<file path="src/design/liu_pkg.sv">
// Shared constants and types for the line interface loss/jitter/loop block
package liu_pkg;

  // ----------------------------------------------------------------
  // Loss criteria, all figures in line bit periods
  // ----------------------------------------------------------------
  localparam int unsigned CNT_W = 12;
  localparam logic [11:0] T1_NO_PULSE_BITS = 12'h0AF;
  localparam logic [11:0] T1_NO_PULSE_TOL = 12'h04B;
  localparam logic [11:0] T1_ZSUB_ZEROS = 12'h008;
  localparam logic [11:0] T1_MAX_ZEROS = 12'h064;
  localparam logic [11:0] LEVEL_WINDOW_BITS = 12'h0C0;
  localparam logic [11:0] EXIT_MIN_ONES = 12'h018;
  localparam logic [11:0] G775_NO_PULSE_BITS = 12'h0C0;
  localparam logic [11:0] G775_MIN_BITS = 12'h00A;
  localparam logic [11:0] G775_MAX_BITS = 12'h0FF;
  localparam logic [11:0] ETSI_NO_PULSE_BITS = 12'h800;

  // ----------------------------------------------------------------
  // Jitter buffer
  // ----------------------------------------------------------------
  localparam int unsigned JB_DEPTH_SMALL = 32;
  localparam int unsigned JB_DEPTH_LARGE = 128;
  localparam logic [7:0] JB_LIMIT_MARGIN = 8'h08;
  localparam logic [15:0] JB_STEP_RESET = 16'h1000;
  localparam logic [1:0] JB_PATH_RX = 2'h1;
  localparam logic [1:0] JB_PATH_TX = 2'h2;

  // Reference ticks per bit while sending ones on loss
  localparam logic [7:0] MCLK_ONES_DIV = 8'h0D;

  // ----------------------------------------------------------------
  // Types
  // ----------------------------------------------------------------
  typedef enum logic [1:0] {
    CRIT_T1,
    CRIT_E1_G775,
    CRIT_E1_ETSI
  } loss_criteria_t;

  typedef struct packed {
    loss_criteria_t criteria;
    logic long_haul;
    logic zero_sub;
    logic jitter_buffer_depth_select;
    logic jitter_path_select_hi;
    logic jitter_path_select_lo;
    logic analog_loop;
    logic local_loop;
    logic remote_loop;
    logic all_ones_on_loss;
  } line_cfg_t;

  typedef struct packed {
    logic los;
    logic los_latched;
    logic jitter_limit_trip_latched;
  } line_latched_status_t;

endpackage

</file>
<file path="src/design/jitter_fifo.sv">
// Bit-wide jitter buffer with a smoothed read strobe
`timescale 1ns/1ps
`default_nettype none
module jitter_fifo #(
  parameter int unsigned DEPTH = liu_pkg::JB_DEPTH_LARGE
) (
  input wire logic ref_clk_in,
  input wire logic sys_rst_in,
  input wire logic deep_in,
  input wire logic wr_stb_in,
  input wire logic wr_bit_in,
  output logic rd_stb_out,
  output logic rd_bit_out,
  output logic near_limit_out
);
  import liu_pkg::*;

  localparam int unsigned AW = $clog2(DEPTH);

  logic [DEPTH-1:0] mem_q;
  logic [AW-1:0] wr_ptr_q;
  logic [AW-1:0] rd_ptr_q;
  logic [AW:0] fill_q;
  logic [15:0] step_q;
  logic [16:0] acc_q;
  logic running_q;
  logic rd_stb_q;
  logic rd_bit_q;
  logic [AW:0] depth;
  logic [AW:0] half;
  logic full;
  logic empty;
  logic do_wr;
  logic do_rd;
  logic [AW-1:0] wrap;

  // Active depth follows the select bit
  assign depth = deep_in ? (AW+1)'(JB_DEPTH_LARGE) : (AW+1)'(JB_DEPTH_SMALL);
  assign half = depth >> 1;
  assign wrap = AW'(depth - 1'b1);
  assign full = (fill_q == depth);
  assign empty = (fill_q == '0);
  assign do_wr = wr_stb_in && !full;
  // Reads wait until the buffer is centred, then follow the smoothed rate
  assign do_rd = acc_q[16] && running_q && !empty;
  assign near_limit_out = running_q &&
    ((fill_q <= (AW+1)'(JB_LIMIT_MARGIN)) ||
     (fill_q >= depth - (AW+1)'(JB_LIMIT_MARGIN)));
  assign rd_stb_out = rd_stb_q;
  assign rd_bit_out = rd_bit_q;

  // Storage and pointers
  always_ff @(posedge ref_clk_in)
  begin
    if (do_wr)
      mem_q[wr_ptr_q] <= wr_bit_in;
    if (sys_rst_in)
    begin
      wr_ptr_q <= '0;
      rd_ptr_q <= '0;
      fill_q <= '0;
      rd_stb_q <= 1'b0;
      rd_bit_q <= 1'b0;
    end
    else
    begin
      if (do_wr)
        wr_ptr_q <= (wr_ptr_q >= wrap) ? '0 : wr_ptr_q + 1'b1;
      if (do_rd)
        rd_ptr_q <= (rd_ptr_q >= wrap) ? '0 : rd_ptr_q + 1'b1;
      fill_q <= fill_q + (AW+1)'(do_wr) - (AW+1)'(do_rd);
      rd_stb_q <= do_rd;
      rd_bit_q <= do_rd ? mem_q[rd_ptr_q] : rd_bit_q;
    end
  end

  // Smoothed clock: phase accumulator whose step leans on the fill level
  // Slow trimming keeps input jitter off the output rate
  always_ff @(posedge ref_clk_in)
  begin
    if (sys_rst_in)
    begin
      step_q <= JB_STEP_RESET;
      acc_q <= '0;
      running_q <= 1'b0;
    end
    else
    begin
      acc_q <= {1'b0, acc_q[15:0]} + {1'b0, step_q};
      if (fill_q >= half)
        running_q <= 1'b1;
      else if (empty)
        running_q <= 1'b0;
      if (wr_stb_in && fill_q > half && step_q != 16'hFFFF)
        step_q <= step_q + 16'h0001;
      else if (wr_stb_in && fill_q < half && step_q != 16'h0001)
        step_q <= step_q - 16'h0001;
    end
  end
endmodule // jitter_fifo
`default_nettype wire

</file>
<file path="src/design/liu_loss_jitter_loopback.sv">
// Line interface digital port: loss detection, jitter buffer, loopbacks
`timescale 1ns/1ps
`default_nettype none
// Operation
// RQ1: T1 loss after 175 +/-75 pulse-free bits
// RQ2: T1 exit at one-eighth ones density
// RQ3: T1 exit blocked by 8/100 zero runs
// RQ4: G775 loss and exit within 10-255 bits
// RQ5: ETSI loss after 2048 pulse-free bits
// RQ6: T1 short haul low level 192 bits
// RQ7: T1 short haul exit 24 ones/192
// RQ8: T1 long haul low level 192 bits
// RQ9: T1 long haul exit 24 ones/192
// RQ10: E1 G775 short haul 192/192 bits
// RQ11: E1 ETSI short haul 2048 in, 192 out
// RQ12: E1 ETSI long haul 192 in, 192 out
// RQ13: Buffer depth 32 or 128 by bit
// RQ14: Buffer in receive, transmit or off
// RQ15: Smoothed read clock, gapped transmit clock ok
// RQ16: Latched flag within 8 of limits
// RQ17: Reference clock is a line-rate multiple
// RQ18: Analog, local, remote loops; remote+local allowed
// RQ19: Analog loop receives own transmit output
// RQ20: Local loop returns transmit backplane data
// RQ21: Remote loop sends received data out
// RQ22: All ones on loss, reference timed
// RQ23: Live and latched loss status
module liu_loss_jitter_loopback (
  input wire logic ref_clk_in,
  input wire logic sys_rst_in,
  input wire liu_pkg::line_cfg_t cfg_in,
  input wire logic status_clear_in,
  input wire logic receive_line_pos_in,
  input wire logic receive_line_neg_in,
  input wire logic recovered_clock_in,
  input wire logic below_loss_level_in,
  input wire logic above_exit_level_in,
  input wire logic transmit_line_clock_in,
  input wire logic tx_backplane_data_in,
  output logic transmit_line_pos_out,
  output logic transmit_line_neg_out,
  output logic tx_line_strobe_out,
  output logic rx_backplane_data_out,
  output logic rx_backplane_strobe_out,
  output liu_pkg::line_latched_status_t line_latched_status_out
);
  import liu_pkg::*;

  // ----------------------------------------------------------------
  // Pin synchronisers
  // ----------------------------------------------------------------
  localparam int unsigned NPIN = 7;
  logic [NPIN-1:0] pins;
  logic [NPIN-1:0] sync1_q;
  logic [NPIN-1:0] sync2_q;
  logic rx_clk_d1_q, tx_clk_d1_q;

  assign pins = {receive_line_pos_in, receive_line_neg_in,
                 recovered_clock_in, below_loss_level_in,
                 above_exit_level_in, transmit_line_clock_in,
                 tx_backplane_data_in};

  // Two stages; only the second stage feeds logic
  always_ff @(posedge ref_clk_in)
  begin
    if (sys_rst_in)
    begin
      sync1_q <= '0;
      sync2_q <= '0;
      rx_clk_d1_q <= 1'b0;
      tx_clk_d1_q <= 1'b0;
    end
    else
    begin
      sync1_q <= pins;
      sync2_q <= sync1_q;
      rx_clk_d1_q <= sync2_q[4];
      tx_clk_d1_q <= sync2_q[1];
    end
  end

  logic pin_pos, pin_neg, pin_below, pin_above, pin_tx_data;
  logic rx_clk_rise, tx_clk_rise;

  assign pin_pos = sync2_q[6];
  assign pin_neg = sync2_q[5];
  assign pin_below = sync2_q[3];
  assign pin_above = sync2_q[2];
  assign pin_tx_data = sync2_q[0];
  assign rx_clk_rise = sync2_q[4] && !rx_clk_d1_q;
  // Gapped framer clock simply yields fewer strobes
  assign tx_clk_rise = sync2_q[1] && !tx_clk_d1_q; // see RQ15

  // ----------------------------------------------------------------
  // Receive front end and analog loop
  // ----------------------------------------------------------------
  logic tx_pos_q, tx_neg_q, tx_stb_q;
  logic rx_stb, rx_bit, lvl_below, lvl_above;

  // External receive pins ignored while in analog loop
  assign rx_stb = cfg_in.analog_loop ? tx_stb_q : rx_clk_rise; // see RQ19
  assign rx_bit = cfg_in.analog_loop ? (tx_pos_q | tx_neg_q)
                                     : (pin_pos | pin_neg); // see RQ19
  assign lvl_below = cfg_in.analog_loop ? 1'b0 : pin_below;
  assign lvl_above = cfg_in.analog_loop ? 1'b1 : pin_above;

  // ----------------------------------------------------------------
  // Loss of signal
  // ----------------------------------------------------------------
  logic [11:0] zero_run_q, low_run_q, high_run_q, win_cnt_q, win_ones_q;
  logic win_long_zero_q, win_eight_zero_q, los_q, los_lat_q;
  logic [11:0] zero_run_d, low_run_d, high_run_d;
  logic win_end, win_ok, enter_t1, enter_g775, enter_etsi, enter_loss;
  logic exit_e1, exit_loss, zsub_block;

  // Saturating run counters, one tick per received bit
  assign zero_run_d = rx_bit ? '0
    : (zero_run_q == 12'hFFF ? zero_run_q : zero_run_q + 12'd1);
  assign low_run_d = !lvl_below ? '0
    : (low_run_q == 12'hFFF ? low_run_q : low_run_q + 12'd1);
  assign high_run_d = !(lvl_above && !lvl_below) ? '0
    : (high_run_q == 12'hFFF ? high_run_q : high_run_q + 12'd1);

  // T1: pulse-free span, or level below detection for the window
  assign enter_t1 = (zero_run_d >= T1_NO_PULSE_BITS) // see RQ1
    || (low_run_d >= LEVEL_WINDOW_BITS); // see RQ6 see RQ8
  // G775 span lies inside the 10-255 bit band
  assign enter_g775 = (zero_run_d >= G775_NO_PULSE_BITS) // see RQ4
    || (low_run_d >= LEVEL_WINDOW_BITS); // see RQ10
  // ETSI: long haul uses the shorter level window
  assign enter_etsi = (zero_run_d >= ETSI_NO_PULSE_BITS) // see RQ5
    || (low_run_d >= (cfg_in.long_haul ? LEVEL_WINDOW_BITS
                                       : ETSI_NO_PULSE_BITS)); // see RQ11
  assign enter_loss = (cfg_in.criteria == CRIT_T1) ? enter_t1
    : (cfg_in.criteria == CRIT_E1_G775) ? enter_g775 : enter_etsi;

  // T1 exit window: 192 bits, inside 175 +/-75
  assign win_end = (win_cnt_q == LEVEL_WINDOW_BITS - 12'd1);
  assign zsub_block = cfg_in.zero_sub && (win_eight_zero_q
    || zero_run_d >= T1_ZSUB_ZEROS); // see RQ3
  assign win_ok = (win_ones_q + 12'(rx_bit && lvl_above)
                   >= EXIT_MIN_ONES) // see RQ2 see RQ7 see RQ9
    && !win_long_zero_q && !(zero_run_d >= T1_MAX_ZEROS) // see RQ3
    && !zsub_block;
  // E1 exit after 192 bits above the exit level
  assign exit_e1 = (high_run_d >= LEVEL_WINDOW_BITS); // see RQ10 see RQ12
  assign exit_loss = (cfg_in.criteria == CRIT_T1) ? (win_end && win_ok)
                                                  : exit_e1; // see RQ11

  // Run counters and exit window, advanced on receive strobes
  always_ff @(posedge ref_clk_in)
  begin
    if (sys_rst_in)
    begin
      zero_run_q <= '0;
      low_run_q <= '0;
      high_run_q <= '0;
      win_cnt_q <= '0;
      win_ones_q <= '0;
      win_long_zero_q <= 1'b0;
      win_eight_zero_q <= 1'b0;
    end
    else if (rx_stb)
    begin
      zero_run_q <= zero_run_d;
      low_run_q <= low_run_d;
      high_run_q <= high_run_d;
      win_cnt_q <= win_end ? '0 : win_cnt_q + 12'd1;
      win_ones_q <= win_end ? '0
        : win_ones_q + 12'(rx_bit && lvl_above);
      win_long_zero_q <= !win_end &&
        (win_long_zero_q || zero_run_d >= T1_MAX_ZEROS);
      win_eight_zero_q <= !win_end &&
        (win_eight_zero_q || zero_run_d >= T1_ZSUB_ZEROS);
    end
  end

  // Loss state; the latched copy's set beats a same-cycle clear
  always_ff @(posedge ref_clk_in)
  begin
    if (sys_rst_in)
    begin
      los_q <= 1'b0;
      los_lat_q <= 1'b0;
    end
    else
    begin
      if (rx_stb && !los_q && enter_loss)
        los_q <= 1'b1;
      else if (rx_stb && los_q && exit_loss)
        los_q <= 1'b0;
      if (rx_stb && !los_q && enter_loss)
        los_lat_q <= 1'b1; // see RQ23
      else if (status_clear_in)
        los_lat_q <= 1'b0;
    end
  end

  // ----------------------------------------------------------------
  // Jitter buffer placement
  // ----------------------------------------------------------------
  logic [1:0] path_sel;
  logic ja_rx;
  logic ja_tx;
  logic src_stb;
  logic src_bit;
  logic fifo_wr_stb;
  logic fifo_wr_bit;
  logic fifo_rd_stb;
  logic fifo_rd_bit;
  logic fifo_near;
  logic rxp_stb;
  logic rxp_bit;
  logic jlt_lat_q;

  assign path_sel = {cfg_in.jitter_path_select_hi,
                     cfg_in.jitter_path_select_lo};
  // Other two codes leave the buffer out of both paths
  assign ja_rx = (path_sel == JB_PATH_RX); // see RQ14
  assign ja_tx = (path_sel == JB_PATH_TX); // see RQ14

  // Remote loop swaps framer data for recovered data
  assign src_stb = cfg_in.remote_loop ? rxp_stb : tx_clk_rise; // see RQ21
  assign src_bit = cfg_in.remote_loop ? rxp_bit : pin_tx_data; // see RQ21

  assign fifo_wr_stb = ja_rx ? rx_stb : (ja_tx ? src_stb : 1'b0);
  assign fifo_wr_bit = ja_rx ? rx_bit : src_bit;
  assign rxp_stb = ja_rx ? fifo_rd_stb : rx_stb;
  assign rxp_bit = ja_rx ? fifo_rd_bit : rx_bit;

  // Depth switch is meant for idle reconfiguration only
  jitter_fifo #(
    .DEPTH(JB_DEPTH_LARGE)
  ) u_jitter_fifo (
    .ref_clk_in(ref_clk_in),
    .sys_rst_in(sys_rst_in),
    .deep_in(cfg_in.jitter_buffer_depth_select), // see RQ13
    .wr_stb_in(fifo_wr_stb),
    .wr_bit_in(fifo_wr_bit),
    .rd_stb_out(fifo_rd_stb), // see RQ15
    .rd_bit_out(fifo_rd_bit),
    .near_limit_out(fifo_near)
  );

  // Limit trip is sticky; set wins over clear
  always_ff @(posedge ref_clk_in)
  begin
    if (sys_rst_in)
      jlt_lat_q <= 1'b0;
    else if ((ja_rx || ja_tx) && fifo_near)
      jlt_lat_q <= 1'b1; // see RQ16
    else if (status_clear_in)
      jlt_lat_q <= 1'b0;
  end

  // ----------------------------------------------------------------
  // Transmit line and all-ones generator
  // ----------------------------------------------------------------
  logic [7:0] ones_div_q;
  logic ones_tick;
  logic send_ones;
  logic tx_stb;
  logic tx_bit;
  logic ami_pol_q;

  // Reference-clock divider so ones keep going with no framer clock
  assign ones_tick = (ones_div_q == MCLK_ONES_DIV - 8'd1);
  assign send_ones = cfg_in.all_ones_on_loss && los_q; // see RQ22
  assign tx_stb = send_ones ? ones_tick
    : (ja_tx ? fifo_rd_stb : src_stb); // see RQ22
  assign tx_bit = send_ones ? 1'b1 : (ja_tx ? fifo_rd_bit : src_bit);

  // Bipolar marks alternate polarity
  always_ff @(posedge ref_clk_in)
  begin
    if (sys_rst_in)
    begin
      ones_div_q <= '0;
      ami_pol_q <= 1'b0;
      tx_pos_q <= 1'b0;
      tx_neg_q <= 1'b0;
      tx_stb_q <= 1'b0;
    end
    else
    begin
      ones_div_q <= ones_tick ? '0 : ones_div_q + 8'd1;
      tx_stb_q <= tx_stb;
      if (tx_stb)
      begin
        tx_pos_q <= tx_bit && !ami_pol_q;
        tx_neg_q <= tx_bit && ami_pol_q;
        ami_pol_q <= ami_pol_q ^ tx_bit;
      end
    end
  end

  // ----------------------------------------------------------------
  // Receive backplane and local loop
  // ----------------------------------------------------------------
  logic rbp_bit_q;
  logic rbp_stb_q;

  // Local loop returns framer data; the line gets it too unless remote loop is also on
  always_ff @(posedge ref_clk_in)
  begin
    if (sys_rst_in)
    begin
      rbp_bit_q <= 1'b0;
      rbp_stb_q <= 1'b0;
    end
    else if (cfg_in.local_loop)
    begin
      rbp_stb_q <= tx_clk_rise; // see RQ20 see RQ18
      rbp_bit_q <= tx_clk_rise ? pin_tx_data : rbp_bit_q; // see RQ20
    end
    else
    begin
      rbp_stb_q <= rxp_stb;
      rbp_bit_q <= rxp_stb ? rxp_bit : rbp_bit_q;
    end
  end

  assign transmit_line_pos_out = tx_pos_q;
  assign transmit_line_neg_out = tx_neg_q;
  assign tx_line_strobe_out = tx_stb_q;
  assign rx_backplane_data_out = rbp_bit_q;
  assign rx_backplane_strobe_out = rbp_stb_q;
  assign line_latched_status_out =
    line_latched_status_t'({los_q, los_lat_q, jlt_lat_q}); // see RQ23
endmodule // liu_loss_jitter_loopback
`default_nettype wire

</file>
<file path="config.mk">
export PLATFORM = sky130hd
export DESIGN_NAME = liu_loss_jitter_loopback
export DESIGN_NICKNAME = d
export VERILOG_FILES = /design/src/design/liu_pkg.sv /design/src/design/jitter_fifo.sv /design/src/design/liu_loss_jitter_loopback.sv
export SDC_FILE = /design/constraint.sdc
export NUM_CORES = 1
export LEC_CHECK = 0
export BUFFER_PORTS_ARGS = -buffer_cell sky130_fd_sc_hd__buf_4
export CAP_MARGIN = 10
export CORE_ASPECT_RATIO = 0.7
export CORE_UTILIZATION = 30
export CTS_CLUSTER_DIAMETER = 50
export DETAILED_ROUTE_END_ITERATION = 10
export GPL_TIMING_DRIVEN = 0
export PLACE_DENSITY = 0.46
export SLEW_MARGIN = 10
export SYNTH_ARGS = -nofsm -noshare
export SYNTH_HDL_FRONTEND = slang
export SYNTH_HIERARCHICAL = 1
export SYNTH_SLANG_ARGS = --single-unit
</file>
<file path="constraint.sdc">
create_clock -name ref_clk_in -period 20.6 [get_ports ref_clk_in]
set_input_delay 5.15 -clock ref_clk_in [delete_from_list [all_inputs] [get_ports ref_clk_in]]
set_output_delay 5.15 -clock ref_clk_in [all_outputs]
set_load 0.1 [all_outputs]
</file>
==> out/metrics.yaml <==
status:
  outcome: "complete, no violations"
route:
  drc: 0
  wirelength_um: 39500
  first_iter_violations: 877
  detail-route-antenna-nets: 0
  routedWlPerCell_um: 17.7
  vias: 11379
  viasPerCell: 5.10
  firstDrtPassIters: 7
hold_path:
  hold_start: "sync1_q[4]$_SDFF_PP0_"
  hp-class: "reg -> reg"
floorplan:
  core_area_um2: 48000
  dieArea_um2: 49600
  num_rows: 67
  die_w_um: 266
  ios: 29
  start_util_pct: 30.5
  die_h_um: 187
layout:
  fin_cells: 2232
  syn2layout_area_growth_pct: 14.9
  final_common_cell: "nor2_1"
  diodes: 0
  drive_above_1_share_pct: 10.7
  layout_common_cells: "268 x nor2_1, 153 x dfxtp_1, 128 x edfxtp_1, 105 x nand2_1, 89 x a21oi_1"
  nets: 1632
  final_cell_area_um2: 16800
critical_path:
  critPathArrivalTime_ps: 9520
  r2r_start: "sync2_q[4]$_SDFF_PP0_"
  worst_ep_required_time_ps: 20820
  worst_setup_path_start_kind: "input port"
  criticalPathCategory: "in -> reg"
  worst_setup_path_end_kind: "flip-flop"
  startpoint: "cfg_in[3]"
  worst-path-max-fanout: 10
timing:
  rsz0062_at_grt: "no"
  hold_ws_ps: 433
  max_slew_margin_pct: 40.6
  period_share_pct: 45.2
  skew_ps: 19.7
  tns_ps: 0
  finalMaxSlewViolations: 0
  min_period_ps: 9300
  finalSetupViolations: 0
  finalHoldViolCount: 0
  worst_pin_slew_ps: 881
  max_freq_ghz: 0.107
placed_design:
  port_buffers: 27
  dp.cells: 2170
  place_area_um2: 15700
  gp_congestion: 0.833
  post-dp-hpwl_um: 27400
yosys:
  yosys.area_share.simple_pct: 21.9
  syn_area_um2: 14600
  synth_xor_area_share_pct: 3.18
  syn_nets: 1566
  synth_compound_area_share_pct: 12.0
  muxShareOfSynthArea_pct: 6.69
  synth_edf_count: 128
  syn_avg_cell_area_um2: 9.84
  ys_types: 90
  synthArstFlopShare_pct: 0
  yosysTopAreaCell: "edfxtp_1"
  synth_seq_area_share_pct: 47.2
  synth-main-ff-cell: "dfxtp_1"
  synth_top_area_share_pct: 26.3
  synth_seq_cells: 281
  syn_inst: 1485
  synth_fa_ha_area_share_pct: 5.24
  synth-warning-count: 6
  synth_top_family_by_area: "simple AND/OR/NAND/NOR gates"
  synth.area.top_cells: "edfxtp_1 26%, dfxtp_1 21%, nor2_1 6.9%"
power_and_ir_drop:
  report.power.total_uw: 1280
  peakVddDrop_mv: 0.0459
  power_density_nw_per_um2: 76.3
  p_leak_uw: 0.00576
clock_network:
  cts_resized: 0
  hold_buffers: 0
  cts_buffers: 34
  htreeDepth: 2
  cts-root-buf: "clkbuf_16"
  clkLatencyLatePin_ps: 530
  postCtsSetupRepairBufs: 0
  clock_sinks: 281
  tritoncts: "built"
  cts.clk_slew.worst_paths_ps: 60
  cts_buffer_depth: 3
global_routing:
  antenna_found_initial: 0
  grt_usage_pct: 16.0
  grt_max_degree: 37
  gr-total-overflow: 0
  grt_pass1_wl_um: 62600
  grt_pass1_vias: 10814
job:
  drv_cap: 0
[area by class of cell]
class | count | area (µm²)
Fill cell | 4948 | 31200
Clock buffer | 49 | 947
Tap cell | 655 | 820
Multi-Input combinational cell | 1087 | 7180
Inverter | 42 | 158
Sequential cell | 281 | 6910
Buffer | 75 | 383
Clock inverter | 13 | 118
Timing Repair Buffer | 30 | 278
[routing by layer]
layer | vias up | share of wire [%] | GRT usage (%)
li1 | 5549 | - | -
met1 | 5551 | 51 | 24.7
met2 | 239 | 42 | 23.1
met3 | 40 | 5.4 | 2.81
met4 | 0 | 1.3 | 3.07
met5 | - | 0 | 0
[worst max-delay path, cell delays in order]
cell,delay [ps]
buf_2,160
nand2b_1,170
o21ai_0,230
clkbuf_1,500
clkbuf_1,610
nand2_1,100
o21ai_0,350
o31a_1,380
inv_1,170
nor2_1,340
nand3_1,560
clkbuf_1,550
nor2_1,250
[synth_stat cells (6+ instances only)]
cell type,n
a41oi_1,7
a211oi_1,10
a2111oi_0,7
or3_1,14
o21ai_0,34
nand2_1,105
nor3_1,37
clkbuf_1,48
mux4_2,31
and3_1,25
nand2b_1,14
a22oi_1,7
dfxtp_1,153
nor4_1,11
mux2_2,7
buf_2,8
and2_1,6
nand3b_1,7
inv_1,42
xor2_1,33
a21oi_1,89
o21bai_1,8
nand4_1,30
buf_4,6
o21a_1,8
nor2b_1,39
or4_1,6
a21o_1,16
nand3_1,43
ha_1,58
mux2i_1,19
nor3b_1,6
xnor2_1,20
a31oi_1,22
edfxtp_1,128
nor2_1,268
[per-stage QoR]
stage	setup WS, ps	util [%]
3_5_place_dp	10760	32.8
2_1_floorplan	8640	-
3_3_place_gp	3760	32.6
6_report	11300	35.0
5_1_grt	10970	35.0
4_1_cts	11290	35.0
[registers in the layout (all words and copies together) (netlist names), 7 cells and up]
| name | count |
|---|---|
| sync1_q | 7 |
| win_ones_q | 12 |
| u_jitter_fifo/step_q | 16 |
| high_run_q | 12 |
| u_jitter_fifo/mem_q | 128 |
| u_jitter_fifo/fill_q | 8 |
| zero_run_q | 12 |
| sync2_q | 7 |
| win_cnt_q | 12 |
| low_run_q | 12 |
| u_jitter_fifo/rd_ptr_q | 7 |
| u_jitter_fifo/acc_q | 17 |
| u_jitter_fifo/wr_ptr_q | 7 |
| ones_div_q | 8 |
[report_power, final]
part / switching [µW] / internal (µW) / leakage, µW
logic: 63.7 / 37.8 / 0.00283
clock network: 243 / 336 / 0.000521
registers: 7.60 / 594 / 0.00241
[worst paths after layout]
path                                                          end  slack [ps]  cells after the start
worst min-delay path                        sync2_q[4]$_SDFF_PP0_         430                      1
worst min register to register              sync2_q[4]$_SDFF_PP0_         430                      1
worst max-delay path            u_jitter_fifo/mem_q[39]$_DFFE_PP_       11300                     13
worst max register to register  u_jitter_fifo/mem_q[39]$_DFFE_PP_       15870                     12
[kinds of logic after synthesis]
group | after synthesis
XOR/XNOR | 53
flip-flops | 281
multiplexers | 58
adder cells (fa/ha/maj) | 60
AO/OA/AOI/OAI | 265
buffers and inverters | 117
AND/OR/NAND/NOR | 651
Note: power is estimated with default switching activity, not from simulation.
